--- config.mk ---
export PLATFORM = sky130hd
export DESIGN_NAME = amc_ctrl
export DESIGN_NICKNAME = d
export VERILOG_FILES = /design/src/amc_pin_sync.v /design/src/amc_ctrl.v
export VERILOG_INCLUDE_DIRS = /design/src
export SDC_FILE = /design/constraint.sdc
export NUM_CORES = 1
export LEC_CHECK = 0
export ABC_CLOCK_PERIOD_IN_PS = 3500
export BUFFER_PORTS_ARGS = -buffer_cell sky130_fd_sc_hd__buf_2
export CAP_MARGIN = 20
export CELL_PAD_IN_SITES_DETAIL_PLACEMENT = 1
export CELL_PAD_IN_SITES_GLOBAL_PLACEMENT = 1
export CORE_MARGIN = 1
export CORE_UTILIZATION = 48
export CTS_BUF_LIST = sky130_fd_sc_hd__clkbuf_4
export CTS_CLUSTER_DIAMETER = 80
export DETAILED_ROUTE_END_ITERATION = 10
export PLACE_DENSITY = 0.87
export SLEW_MARGIN = 40
export SYNTH_ARGS = -nofsm -noshare
export SYNTH_HDL_FRONTEND = slang
export SYNTH_SLANG_ARGS = --single-unit
--- constraint.sdc ---
create_clock -name clock -period 3.5 [get_ports clock]
set_clock_uncertainty 0.2 [all_clocks]
set_input_delay 0 -clock clock [delete_from_list [all_inputs] [get_ports clock]]
set_output_delay 0 -clock clock [all_outputs]
set_load 0.1 [all_outputs]
--- src/amc_regs.vh ---
// Operation
// - Clock field 00 runs the internal 64 kHz clock, pin not driven.
// - Clock field 01 runs the internal 64 kHz clock and drives it out.
// - Clock field 10 takes the 64 kHz modulator clock from the pin.
// - Clock field 11 takes the pin clock divided by two.
// - Mode bits three to zero select the filter update rate.
// - Mode code 000 is continuous conversion and the default.
// - Ready indication goes low whenever a new result is stored.
// - Continuous read shifts each new result out on serial clocks, no command.
// - After reset or a register write, first result takes two periods.
// - Later continuous results follow once per update period.
// - Mode code 001 performs exactly one conversion, then stops.
// - Single conversion waits 1 ms start-up, then converts two periods.
// - Single conversion stores result, ready goes low, returns to power-down.
// - Single result stays until next conversion; low ready stays until read or any mode write.
// - Mode code 010 selects idle.
// - Idle holds filter and modulator in reset, clocks still running.
// - Mode code 011 powers everything down, clock output included.
// - Ready bit set on read, before update, on power-down by mode write; cleared on data.
// - Any mode register write resets modulator and filter, sets ready bit.
`ifndef AMC_REGS_VH
`define AMC_REGS_VH

`define AMC_MODE_W 16
`define AMC_DATA_W 24
`define AMC_MODE_RESET 16'h000a
`define AMC_MODE_KEEP 16'he0cf
`define AMC_MD_HI 15
`define AMC_MD_LO 13
`define AMC_CLK_HI 7
`define AMC_CLK_LO 6
`define AMC_FS_HI 3
`define AMC_FS_LO 0

`define AMC_MD_CONT 3'h0
`define AMC_MD_SINGLE 3'h1
`define AMC_MD_IDLE 3'h2
`define AMC_MD_PDOWN 3'h3

`define AMC_CK_INT 2'h0
`define AMC_CK_INT_OUT 2'h1
`define AMC_CK_EXT 2'h2
`define AMC_CK_EXT_DIV2 2'h3

`define AMC_CMD_WEN_BIT 7
`define AMC_CMD_RD_BIT 6
`define AMC_CMD_RS_HI 5
`define AMC_CMD_RS_LO 3
`define AMC_CMD_CREAD_BIT 2
`define AMC_RS_MODE 3'h1
`define AMC_RS_DATA 3'h3
`define AMC_CREAD_EXIT 8'h58

`define AMC_SYS_CLK_KHZ 100000
`define AMC_OSC_KHZ 64
`define AMC_OSC_HALF_CYC (`AMC_SYS_CLK_KHZ / `AMC_OSC_KHZ / 2)
`define AMC_STARTUP_US 1000
`define AMC_STARTUP_CYC ((`AMC_STARTUP_US * (`AMC_SYS_CLK_KHZ / 1000) + 999) / 1000 * 1000)

`endif

--- src/amc_pin_sync.v ---
`timescale 1ns/100ps
// Three-stage synchroniser per bit; output follows once stages two and three agree
module amc_pin_sync #(
   parameter WIDTH = 4,
   parameter [WIDTH-1:0] INIT = {WIDTH{1'b0}}
) (
   // Clocking
   input wire clock,
   input wire rst,
   input wire ce,
   // Pins
   input wire [WIDTH-1:0] pin_in,
   output wire [WIDTH-1:0] pin_out
);
   genvar i;
   generate
      for (i = 0; i < WIDTH; i = i + 1) begin : g_bit
         reg s1_q;
         reg s2_q;
         reg s3_q;
         reg out_q;
         always @(posedge clock) begin
            if (rst) begin
               s1_q <= INIT[i];
               s2_q <= INIT[i];
               s3_q <= INIT[i];
               out_q <= INIT[i];
            end else if (ce) begin
               s1_q <= pin_in[i];
               s2_q <= s1_q;
               s3_q <= s2_q;
               if (s2_q == s3_q) begin
                  out_q <= s3_q;
               end
            end
         end
         assign pin_out[i] = out_q;
      end
   endgenerate
endmodule // amc_pin_sync

--- src/amc_ctrl.v ---
`timescale 1ns/100ps
`include "amc_regs.vh"
module amc_ctrl #(
   parameter [16:0] STARTUP_CYC = `AMC_STARTUP_CYC
) (
   // Clocking
   input wire clock,
   input wire rst,
   input wire ce,
   // Serial port pins
   input wire sclk,
   input wire din,
   input wire cs_n,
   output wire dout_rdy,
   // Clock pin
   input wire clk_pin_i,
   output wire clk_pin_o,
   output wire clk_pin_oe,
   // Filter side
   input wire [`AMC_DATA_W-1:0] sample_data,
   output wire mod_tick,
   output wire mod_filter_rst,
   output wire analog_pwr_en,
   output wire conv_rdy_n,
   output wire [`AMC_MODE_W-1:0] mode_reg
);
   localparam [2:0] ST_OFF = 3'h0;
   localparam [2:0] ST_IDLE = 3'h1;
   localparam [2:0] ST_WARM = 3'h2;
   localparam [2:0] ST_CONV = 3'h3;
   localparam [2:0] ST_RUN = 3'h4;
   localparam [1:0] SP_CMD = 2'h0;
   localparam [1:0] SP_WR = 2'h1;
   localparam [1:0] SP_RD = 2'h2;

   // Modulator ticks per output word for each rate code
   function [11:0] rate_ticks;
      input [3:0] fs;
      begin
         case (fs)
            4'h1: rate_ticks = 12'd136;
            4'h2: rate_ticks = 12'd264;
            4'h3: rate_ticks = 12'd520;
            4'h4: rate_ticks = 12'd1032;
            4'h5: rate_ticks = 12'd1280;
            4'h6: rate_ticks = 12'd1641;
            4'h7: rate_ticks = 12'd1928;
            4'h8: rate_ticks = 12'd3265;
            default: rate_ticks = 12'd1280;
         endcase
      end
   endfunction

   // Synchronised pins
   wire [3:0] pin_s;
   amc_pin_sync #(
      .WIDTH(4),
      .INIT(4'b0101)
   ) u_sync (
      .clock(clock),
      .rst(rst),
      .ce(ce),
      .pin_in({clk_pin_i, cs_n, din, sclk}),
      .pin_out(pin_s)
   );
   wire sclk_s = pin_s[0];
   wire din_s = pin_s[1];
   wire cs_n_s = pin_s[2];
   wire ext_s = pin_s[3];

   reg [`AMC_MODE_W-1:0] mode_q;
   reg [2:0] st_q;
   reg [`AMC_DATA_W-1:0] data_q;
   reg rdy_q;
   reg sclk_p_q;
   reg ext_p_q;
   reg div_q;
   reg osc_q;
   reg [10:0] osc_cnt_q;
   reg [11:0] tk_cnt_q;
   reg first_q;
   reg [16:0] warm_q;
   reg [1:0] sp_q;
   reg [4:0] bit_q;
   reg [4:0] len_q;
   reg [2:0] rs_q;
   reg [15:0] sh_in_q;
   reg [`AMC_DATA_W-1:0] sh_out_q;
   reg dout_q;
   reg cread_q;
   reg rd_data_q;
   reg tick_q;

   wire [2:0] md = mode_q[`AMC_MD_HI:`AMC_MD_LO];
   wire [1:0] cks = mode_q[`AMC_CLK_HI:`AMC_CLK_LO];
   wire powered = (st_q != ST_OFF);
   wire sclk_rise = sclk_s & ~sclk_p_q;
   wire sclk_fall = ~sclk_s & sclk_p_q;
   wire ext_rise = ext_s & ~ext_p_q;
   wire [7:0] cmd_byte = {sh_in_q[6:0], din_s};
   wire [15:0] wr_word = {sh_in_q[14:0], din_s};

   // Mode register write, reserved bits forced to zero
   wire mode_wr = ce && !cs_n_s && sclk_rise && sp_q == SP_WR && bit_q == 5'd15;
   wire [`AMC_MODE_W-1:0] mode_new = wr_word & `AMC_MODE_KEEP;

   wire osc_wrap = (osc_cnt_q == `AMC_OSC_HALF_CYC - 1);
   wire osc_tick = osc_wrap & ~osc_q;
   wire ext_tick = ext_rise & (cks == `AMC_CK_EXT);
   wire div_tick = ext_rise & div_q & (cks == `AMC_CK_EXT_DIV2);
   wire tick = cks[1] ? (ext_tick | div_tick) : osc_tick;

   wire [11:0] period = rate_ticks(mode_q[`AMC_FS_HI:`AMC_FS_LO]);
   wire converting = (st_q == ST_CONV) || (st_q == ST_RUN);
   wire period_end = tick && tk_cnt_q == period - 12'd1;
   wire pre_end = tick && tk_cnt_q == period - 12'd2;
   wire result_due = first_q;
   wire new_result = converting && period_end && result_due;

   always @(posedge clock) begin
      if (rst) begin
         osc_cnt_q <= 11'h000;
         osc_q <= 1'b0;
         sclk_p_q <= 1'b1;
         ext_p_q <= 1'b0;
         div_q <= 1'b0;
         tick_q <= 1'b0;
      end else if (ce) begin
         sclk_p_q <= sclk_s;
         ext_p_q <= ext_s;
         tick_q <= tick & converting;
         if (!powered || cks[1]) begin
            osc_cnt_q <= 11'h000;
            osc_q <= 1'b0;
         end else if (osc_wrap) begin
            osc_cnt_q <= 11'h000;
            osc_q <= ~osc_q;
         end else begin
            osc_cnt_q <= osc_cnt_q + 11'h001;
         end
         if (ext_rise) begin
            div_q <= ~div_q;
         end
      end
   end

   // Operating sequence
   always @(posedge clock) begin
      if (rst) begin
         mode_q <= `AMC_MODE_RESET;
         st_q <= ST_RUN;
         tk_cnt_q <= 12'h000;
         first_q <= 1'b0;
         warm_q <= 17'h00000;
         data_q <= {`AMC_DATA_W{1'b0}};
         rdy_q <= 1'b1;
      end else if (ce) begin
         if (mode_wr) begin
            mode_q <= mode_new;
            tk_cnt_q <= 12'h000;
            first_q <= 1'b0;
            warm_q <= 17'h00000;
            // write resets filter, sets ready bit
            rdy_q <= 1'b1;
            // new rate or clock restarts conversion
            case (mode_new[`AMC_MD_HI:`AMC_MD_LO])
               `AMC_MD_CONT: st_q <= ST_RUN;
               `AMC_MD_SINGLE: st_q <= ST_WARM;
               `AMC_MD_IDLE: st_q <= ST_IDLE;
               `AMC_MD_PDOWN: st_q <= ST_OFF;
               default: st_q <= ST_IDLE;
            endcase
         end else begin
            case (st_q)
               ST_WARM: begin
                  if (warm_q == STARTUP_CYC - 17'd1) begin
                     st_q <= ST_CONV;
                  end else begin
                     warm_q <= warm_q + 17'd1;
                  end
               end
               ST_CONV, ST_RUN: begin
                  if (period_end) begin
                     tk_cnt_q <= 12'h000;
                     first_q <= 1'b1;
                  end else if (tick) begin
                     tk_cnt_q <= tk_cnt_q + 12'h001;
                  end
                  if (new_result) begin
                     data_q <= sample_data;
                     rdy_q <= 1'b0;
                     // single conversion stops here, back to power-down
                     if (st_q == ST_CONV) begin
                        st_q <= ST_OFF;
                        mode_q[`AMC_MD_HI:`AMC_MD_LO] <= `AMC_MD_PDOWN;
                     end
                  end else if ((pre_end && result_due) || rd_data_q) begin
                     // set before update or after read
                     rdy_q <= 1'b1;
                  end
               end
               default: begin
                  tk_cnt_q <= 12'h000;
                  first_q <= 1'b0;
                  if (rd_data_q) begin
                     rdy_q <= 1'b1;
                  end
               end
            endcase
         end
      end
   end

   // Serial port
   always @(posedge clock) begin
      if (rst) begin
         sp_q <= SP_CMD;
         bit_q <= 5'h00;
         len_q <= 5'h00;
         rs_q <= 3'h0;
         sh_in_q <= 16'h0000;
         sh_out_q <= {`AMC_DATA_W{1'b0}};
         dout_q <= 1'b1;
         cread_q <= 1'b0;
         rd_data_q <= 1'b0;
      end else if (ce) begin
         rd_data_q <= 1'b0;
         if (cs_n_s) begin
            sp_q <= SP_CMD;
            bit_q <= 5'h00;
            dout_q <= rdy_q;
         end else if (sp_q == SP_RD) begin
            // First fall repeats the MSB, so the host sees it at the first rise
            if (sclk_fall) begin
               dout_q <= sh_out_q[`AMC_DATA_W-1];
               sh_out_q <= {sh_out_q[`AMC_DATA_W-2:0], 1'b0};
            end
            if (sclk_rise) begin
               if (bit_q == len_q - 5'd1) begin
                  sp_q <= SP_CMD;
                  bit_q <= 5'h00;
                  rd_data_q <= (rs_q == `AMC_RS_DATA);
               end else begin
                  bit_q <= bit_q + 5'd1;
               end
            end
         end else if (sp_q == SP_WR) begin
            if (sclk_rise) begin
               sh_in_q <= wr_word;
               if (bit_q == 5'd15) begin
                  sp_q <= SP_CMD;
                  bit_q <= 5'h00;
               end else begin
                  bit_q <= bit_q + 5'd1;
               end
            end
         end else if (cread_q && new_result && bit_q == 5'h00) begin
            // result pushed out without a command
            sp_q <= SP_RD;
            rs_q <= `AMC_RS_DATA;
            len_q <= 5'd24;
            dout_q <= sample_data[`AMC_DATA_W-1];
            sh_out_q <= sample_data;
         end else if (sclk_rise) begin
            sh_in_q <= {8'h00, cmd_byte};
            bit_q <= bit_q + 5'd1;
            if (bit_q == 5'd7) begin
               bit_q <= 5'h00;
               rs_q <= cmd_byte[`AMC_CMD_RS_HI:`AMC_CMD_RS_LO];
               if (cread_q) begin
                  if (cmd_byte == `AMC_CREAD_EXIT) begin
                     cread_q <= 1'b0;
                  end
               end else if (!cmd_byte[`AMC_CMD_WEN_BIT]) begin
                  if (!cmd_byte[`AMC_CMD_RD_BIT]) begin
                     if (cmd_byte[`AMC_CMD_RS_HI:`AMC_CMD_RS_LO] == `AMC_RS_MODE) begin
                        sp_q <= SP_WR;
                     end
                  end else if (cmd_byte[`AMC_CMD_RS_HI:`AMC_CMD_RS_LO] == `AMC_RS_DATA
                               && cmd_byte[`AMC_CMD_CREAD_BIT]) begin
                     cread_q <= 1'b1;
                  end else if (cmd_byte[`AMC_CMD_RS_HI:`AMC_CMD_RS_LO] == `AMC_RS_DATA) begin
                     sp_q <= SP_RD;
                     len_q <= 5'd24;
                     dout_q <= data_q[`AMC_DATA_W-1];
                     sh_out_q <= data_q;
                  end else if (cmd_byte[`AMC_CMD_RS_HI:`AMC_CMD_RS_LO] == `AMC_RS_MODE) begin
                     sp_q <= SP_RD;
                     len_q <= 5'd16;
                     dout_q <= mode_q[`AMC_MODE_W-1];
                     sh_out_q <= {mode_q, 8'h00};
                  end else begin
                     sp_q <= SP_RD;
                     len_q <= 5'd8;
                     dout_q <= 1'b0;
                     sh_out_q <= {`AMC_DATA_W{1'b0}};
                  end
               end
            end
         end else if (bit_q == 5'h00) begin
            dout_q <= rdy_q;
         end
      end
   end

   assign dout_rdy = dout_q;
   // clock pin driven only when selected
   assign clk_pin_oe = powered && cks == `AMC_CK_INT_OUT;
   assign clk_pin_o = osc_q;
   assign mod_tick = tick_q;
   // filter held in reset outside conversion
   assign mod_filter_rst = !converting;
   assign analog_pwr_en = powered;
   assign conv_rdy_n = rdy_q;
   assign mode_reg = mode_q;
endmodule // amc_ctrl

# After elaboration in Yosys (flattened, before gate mapping)
# Memory sizes are Yosys's and may differ from the RTL's. A register that Yosys moved wholly into a read port is not among the register bits.
# Cells that the tools add are included.
# totals
ff_bits,156
rom_bits,144
output_inout_bits,23
n_memories,1
# op_classes
addsub,7
n_eq_ne,58
mux,108
bitwise_logic,19
n_reduce_logical,62
# memory_table
name,words,width,rd,rd_ports_with_merged_regs,wr,line_no,text
(name not given),16,9,1,1,0,amc_ctrl.v:40,case (fs)
# ops
op,n
$mux 24,12
$mux 5,19
$mux 15,4
$mux 17,3
$mux 12,3
$mux 3,11
$mux 1,32
$mux 2,15
$eq 12x12->1,2
$pmux 12 s2,1
$mux 11,2
$reduce_bool 3->1,7
$reduce_and 10->1,2
$add 17x1->17 const B,1
$eq 17x17->1 const B,1
$reduce_bool 2->1,8
$eq 3x2->1 const B,5
$ne 3x3->1 const B,5
$ne 5x1->1 const B,3
$ne 5x2->1 const B,3
$reduce_and 2->1,7
$logic_and 1x1->1,13
$add 12x1->12 const B,1
$ne 2x2->1 const B,6
44 further kinds,88

# Logic depth before layout (Yosys ltp)
# depth
ltp_word,15
depth_mapped,13

# By module
# From an unflattened synthesis, not the netlist that was laid out.
# hier_totals
hier_cells,942
hier_area_um2,8023.9
# modules_own_cells
mod,instances,cells_per_inst,area_each_um2,seq_area_each_um2
amc_ctrl,1,875,7360.8,2902.8
amc_pin_sync,1,67,663.1,320.3

# Worst setup path after synthesis
# No wires, ideal clock.
# synth_path
path_type,register to register
start,reg mode_q[7] (netlist: mode_reg[7])
end,reg sh_in_q[5]
setup_time_ns,0.128
arrival_time_ns,2.852
required_time_ns,3.172
setup_slack_ns,0.320
stages_incl_launch_ff,8
synth_period_minus_slack_ns,3.180
cell_sequence,dfxtp_1 nand4b_1 and2_1 a211o_1 o41ai_2 buf_6 mux2i_1 nor2_1
# synth_via
elab_chain_len,11
# synth_rtl
element,line_no,text
"start, declared",amc_ctrl.v:71,reg [`AMC_MODE_W-1:0] mode_q;
"start signal, assigned",amc_ctrl.v:150,mode_q <= `AMC_MODE_RESET;
"start signal, assigned",amc_ctrl.v:159,mode_q <= mode_new;
"start signal, assigned by index",amc_ctrl.v:195,mode_q[`AMC_MD_HI:`AMC_MD_LO] <= `AMC_MD_PDOWN;
$eq 2x2->1 (no line),--,
$and 1x1->1 (on tied branches),"amc_ctrl.v:109, amc_ctrl.v:110",
$or 1x1->1,amc_ctrl.v:111,wire tick = cks[1] ? (ext_tick | div_tick) : osc_tick;
$mux 1 *,amc_ctrl.v:111,
$logic_and 1x1->1 *,amc_ctrl.v:115,wire period_end = tick && tk_cnt_q == period - 12'd1;
$logic_and 1x1->1 * (2 in a row),amc_ctrl.v:118,wire new_result = converting && period_end && result_due;
$logic_and 1x1->1 * (2 in a row),amc_ctrl.v:257,end else if (cread_q && new_result && bit_q == 5'h00) begin
$ne 2x2->1 (no line) or $reduce_bool 2->1 (tied branches),--,
$reduce_and 6->1 (no line) *,--,
"end signal, assigned",amc_ctrl.v:249,sh_in_q <= wr_word;
"end signal, assigned",amc_ctrl.v:265,"sh_in_q <= {8'h00, cmd_byte};"
"end, declared",amc_ctrl.v:87,reg [15:0] sh_in_q;
# Every way passes the cells marked *; elsewhere a longest branch is shown, timed or not.
# A chain may end at the register's enable or synchronous reset.

# Worst setup path after layout
# layout_path
start,reg osc_cnt_q[0]
end,reg bit_q[2]
# layout_via
elab_chain_len,10
# layout_rtl
element,line_no,text
"start, declared",amc_ctrl.v:79,reg [10:0] osc_cnt_q;
"start signal, assigned",amc_ctrl.v:139,osc_cnt_q <= osc_cnt_q + 11'h001;
$eq 11x10->1 *,amc_ctrl.v:107,wire osc_wrap = (osc_cnt_q == `AMC_OSC_HALF_CYC - 1);
$and 1x1->1 *,amc_ctrl.v:108,wire osc_tick = osc_wrap & ~osc_q;
$mux 1 *,amc_ctrl.v:111,
$logic_and 1x1->1 *,amc_ctrl.v:115,
$logic_and 1x1->1 * (2 in a row),amc_ctrl.v:118,
$logic_and 1x1->1 * (2 in a row),amc_ctrl.v:257,
$ne 4x3->1 (no line) or $reduce_bool 3->1 (tied branches),--,
$reduce_and 5->1 (no line) *,--,
"end signal, assigned",amc_ctrl.v:244,bit_q <= bit_q + 5'd1;
"end signal, assigned",amc_ctrl.v:254,bit_q <= bit_q + 5'd1;
"end signal, assigned",amc_ctrl.v:266,bit_q <= bit_q + 5'd1;
"end, declared",amc_ctrl.v:84,reg [4:0] bit_q;
# Marks and branches as above.

==> run_results.csv <==
group,metric,value,unit
clocking,h-tree-depth,4,
synthesis,synthCells,940,
setup_path,worst-setup-path-type,"reg -> reg",
setup_path,arrival,3.73,ns
setup_path,rr_startpoint,"osc_cnt_q[0]$_SDFFE_PP0P_",
clocking,path_clk_slew,0.18,ns
run,max-cap-violations,0,
setup_path,startpoint,"osc_cnt_q[0]$_SDFFE_PP0P_",
placed_design,dpl.cell_count,1170,
sta,final_hold_viol_count,0,
floorplanning,initial_core_util,0.498,
layout,layout-drive-gt1-share,0.119,
sta,fmax,290,MHz
clocking,cts_tree,"done",
synthesis,synth_edf_count,0,
setup_path,path_buf_inv,2,
synthesis,avgSynthCellArea,8.50,µm²
setup_path,worst_path_max_delay_cell,"nor4_1",
setup_path,required,3.79,ns
layout,post-route-util,0.574,
floorplanning,pin_count,54,
synthesis,netlist_area,7990,µm²
clocking,cts_made_buffers,17,
placed_design,dp_hpwl,14.9,mm
floorplanning,die-area,17200,µm²
sta,maxSlewViolCount,0,
status,status,"complete, no violations",
layout,area_delta_synth_final,15.4,%
synthesis,ys_warn_count,0,
routing,antenna_left,0,
clocking,cts_sinks,161,
layout,nFillCells,1932,
setup_path,worstSetupEndpointType,"flip-flop",
placed_design,placed_cell_area,8430,µm²
clocking,root_buffer,"clkbuf_4",
routing,first_iter_violations,546,
layout,finalInstanceArea,9220,µm²
floorplanning,core,16100,µm²
worst_hold_path,hold_path_class,"in -> reg",
routing,viasPerCell,5.97,
grt,grt_max_degree,52,
grt,antenna_found_initial,1,
grt,grt_pass1_vias,7760,
synthesis,yosys_most_used_dff,"dfxtp_1",
routing,wire_per_inst,20.3,µm
sta,min_period_over_period,0.984,
setup_path,rr_endpoint,"bit_q[2]$_SDFFE_PP0P_",
power,static-leakage-power,3.86,nW
setup_path,r2r_slack,0.06,ns
grt,gr-total-overflow,0,
placed_design,globalplace.congestion,0.854,
layout,num-nets-final,1067,
setup_path,critPathCapture,"bit_q[2]$_SDFFE_PP0P_",
floorplanning,die_w,131,µm
setup_path,worstPathCellList,"inv_1 > ha_1 > and4b_1 > nand4_1 > and2_1 > a211o_1 > nor4_1 > a2bb2oi_1 > buf_4 > o22ai_1 > a21bo_2",
layout,top_regs,"data_q x24, sh_out_q x24, warm_q x17",
routing,drc_errors,0,
setup_path,critPathMaxStageDelay,0.62,ns
grt,grt_pass1_wl,40.1,mm
synthesis,ys_async_sr_fraction,0,
sta,max-slew-margin-rel,0.508,
floorplanning,die_y,131,µm
synthesis,synth_seq_cells,161,
clocking,clk-insertion-delay-late,0.61,ns
floorplanning,core.rowCount,46,
sta,finalSetupViolCount,0,
setup_path,critPathTopFamily,"simple AND/OR/NAND/NOR gates",
placed_design,port_buffers,46,
routing,vias,7485,
layout,final_cells,1253,
grt,grt_use_total,0.307,
clocking,postCtsSetupBuffers,0,
routing,routed_wl,25.4,mm
routing,drt-pass1-iter-count,5,
power,max-vdd-ir-drop,0.210,mV
synthesis,synth_cell_type_count,70,
clocking,clockBufferDepth,2,
setup_path,cp_num_cells,11,
sta,worst_pin_slew,0.739,ns
sta,min_period,3.44,ns
setup_path,cp_max_fo,7,
power,powerDensity,347,nW/µm²
synthesis,ys_seq_area_frac,0.403,
setup_path,start_kind,"flip-flop",
setup_path,reg2regPathDepth,11,
## how the worst min path moves through the flow
stage	cells past startpoint	start	end	slack, ns
after global routing	4	sample_data[14]	data_q[14]$_SDFFE_PP0P_	0.02
final	4	sample_data[6]	data_q[6]$_SDFFE_PP0P_	0.01
after CTS	4	sample_data[8]	data_q[8]$_SDFFE_PP0P_	0.004
after global placement	3	cs_n	u_sync.g_bit[2].s1_q$_SDFFE_PP1P_	0.02
after detailed placement	3	sclk	u_sync.g_bit[0].s1_q$_SDFFE_PP1P_	0.02
after floorplan	2	sclk	u_sync.g_bit[0].s1_q$_SDFFE_PP1P_	-0.07
## timing repair
item | in CTS | in global routing
hold buffers | 50 | 0
hold endpoints to repair | 106 | 0
resized for setup | 0 | 0
## through the flow
step           setup slack [ns]  total power [W]  setup TNS, ns  hold WS (ns)
4_1_cts                   0.294          0.00319              0       0.00383
3_5_place_dp              0.331          0.00203              0        0.0248
5_1_grt                 -0.0308          0.00330        -0.0329        0.0235
2_1_floorplan             0.320          0.00199              0       -0.0716
6_report                 0.0557          0.00320              0        0.0100
3_3_place_gp              0.469          0.00202              0        0.0210
## kinds of logic after synthesis
| family | after synthesis | synth area share |
|---|---|---|
| other | 1 | 0.000469 |
| xor gates and xnor gates | 48 | 0.0526 |
| DFF | 161 | 0.403 |
| AOI/OAI and AO/OA | 170 | 0.152 |
| muxes | 62 | 0.0777 |
| adders and majority gates | 13 | 0.0204 |
| and+or+nand+nor | 395 | 0.246 |
| buffers and inverters | 90 | 0.0479 |
## synthesized netlist by cell type (7+ instances only)
cell type / count / area share
a32o_1: 24 / 0.030
xnor2_1: 21 / 0.023
buf_4: 7 / 0.0066
nand2b_1: 35 / 0.027
and2_1: 8 / 0.0063
and3_1: 7 / 0.0055
dfxtp_1: 161 / 0.40
xor2_1: 27 / 0.030
a211o_1: 26 / 0.029
o21ai_0: 23 / 0.014
buf_2: 9 / 0.0056
inv_1: 25 / 0.012
nor2b_1: 9 / 0.0070
or3_1: 9 / 0.0070
nor4_1: 8 / 0.0063
nand4_1: 17 / 0.013
nand3_1: 25 / 0.016
a21oi_1: 49 / 0.031
mux2i_1: 62 / 0.078
ha_1: 13 / 0.020
nor3_1: 27 / 0.017
nor2_1: 128 / 0.060
nand2_1: 92 / 0.043
clkbuf_1: 41 / 0.019
## layout by cell type, fill, tap and decap left out, drive strengths merged, types with 19 or more instances in the layout
master,Yosys,final
xor2,27,27
xnor2,21,21
nor2,128,128
buf,22,71
a32o,24,24
clkbuf,41,20
nand3,25,25
dlygate4sd3,0,50
inv,26,27
nand2b,35,35
o21ai,29,29
dfxtp,161,161
nor3,31,31
a211o,26,26
a21oi,49,49
nand2,92,92
nand4,19,19
mux2i,62,62
## report_power, final
part / total, W / internal, W / switching, W
Sequential: 0.00185 / 0.00184 / 0.00000936
Combinational: 0.000189 / 0.0000728 / 0.000116
Clock: 0.00116 / 0.000451 / 0.000710
Total: 0.00320 / 0.00236 / 0.000836
## metal layers
layer	global-route usage	part of all wire	vias up
met5	0	0	-
met4	0.133	0.035	0
met3	0.0611	0.048	76
met2	0.535	0.50	261
met1	0.365	0.42	3689
li1	-	-	3459
## worst min-delay path: stages
cell and delay, ns:
dlygate4sd3_1 0.52, buf_2 0.11, mux2i_1 0.07, nor2_1 0.09
## area by class of cell
type                    count  area, µm²  area share
diodes                      1       2.50    0.000271
clock buffers              20        150      0.0163
clock inverters            12        135      0.0147
inverters                  27        101      0.0110
multi-input cells         695       4410       0.478
flip-flops and latches    161       3220       0.350
well taps                 216        270      0.0293
repair buffers            121        931       0.101
Power figures use the tool's default switching activity.
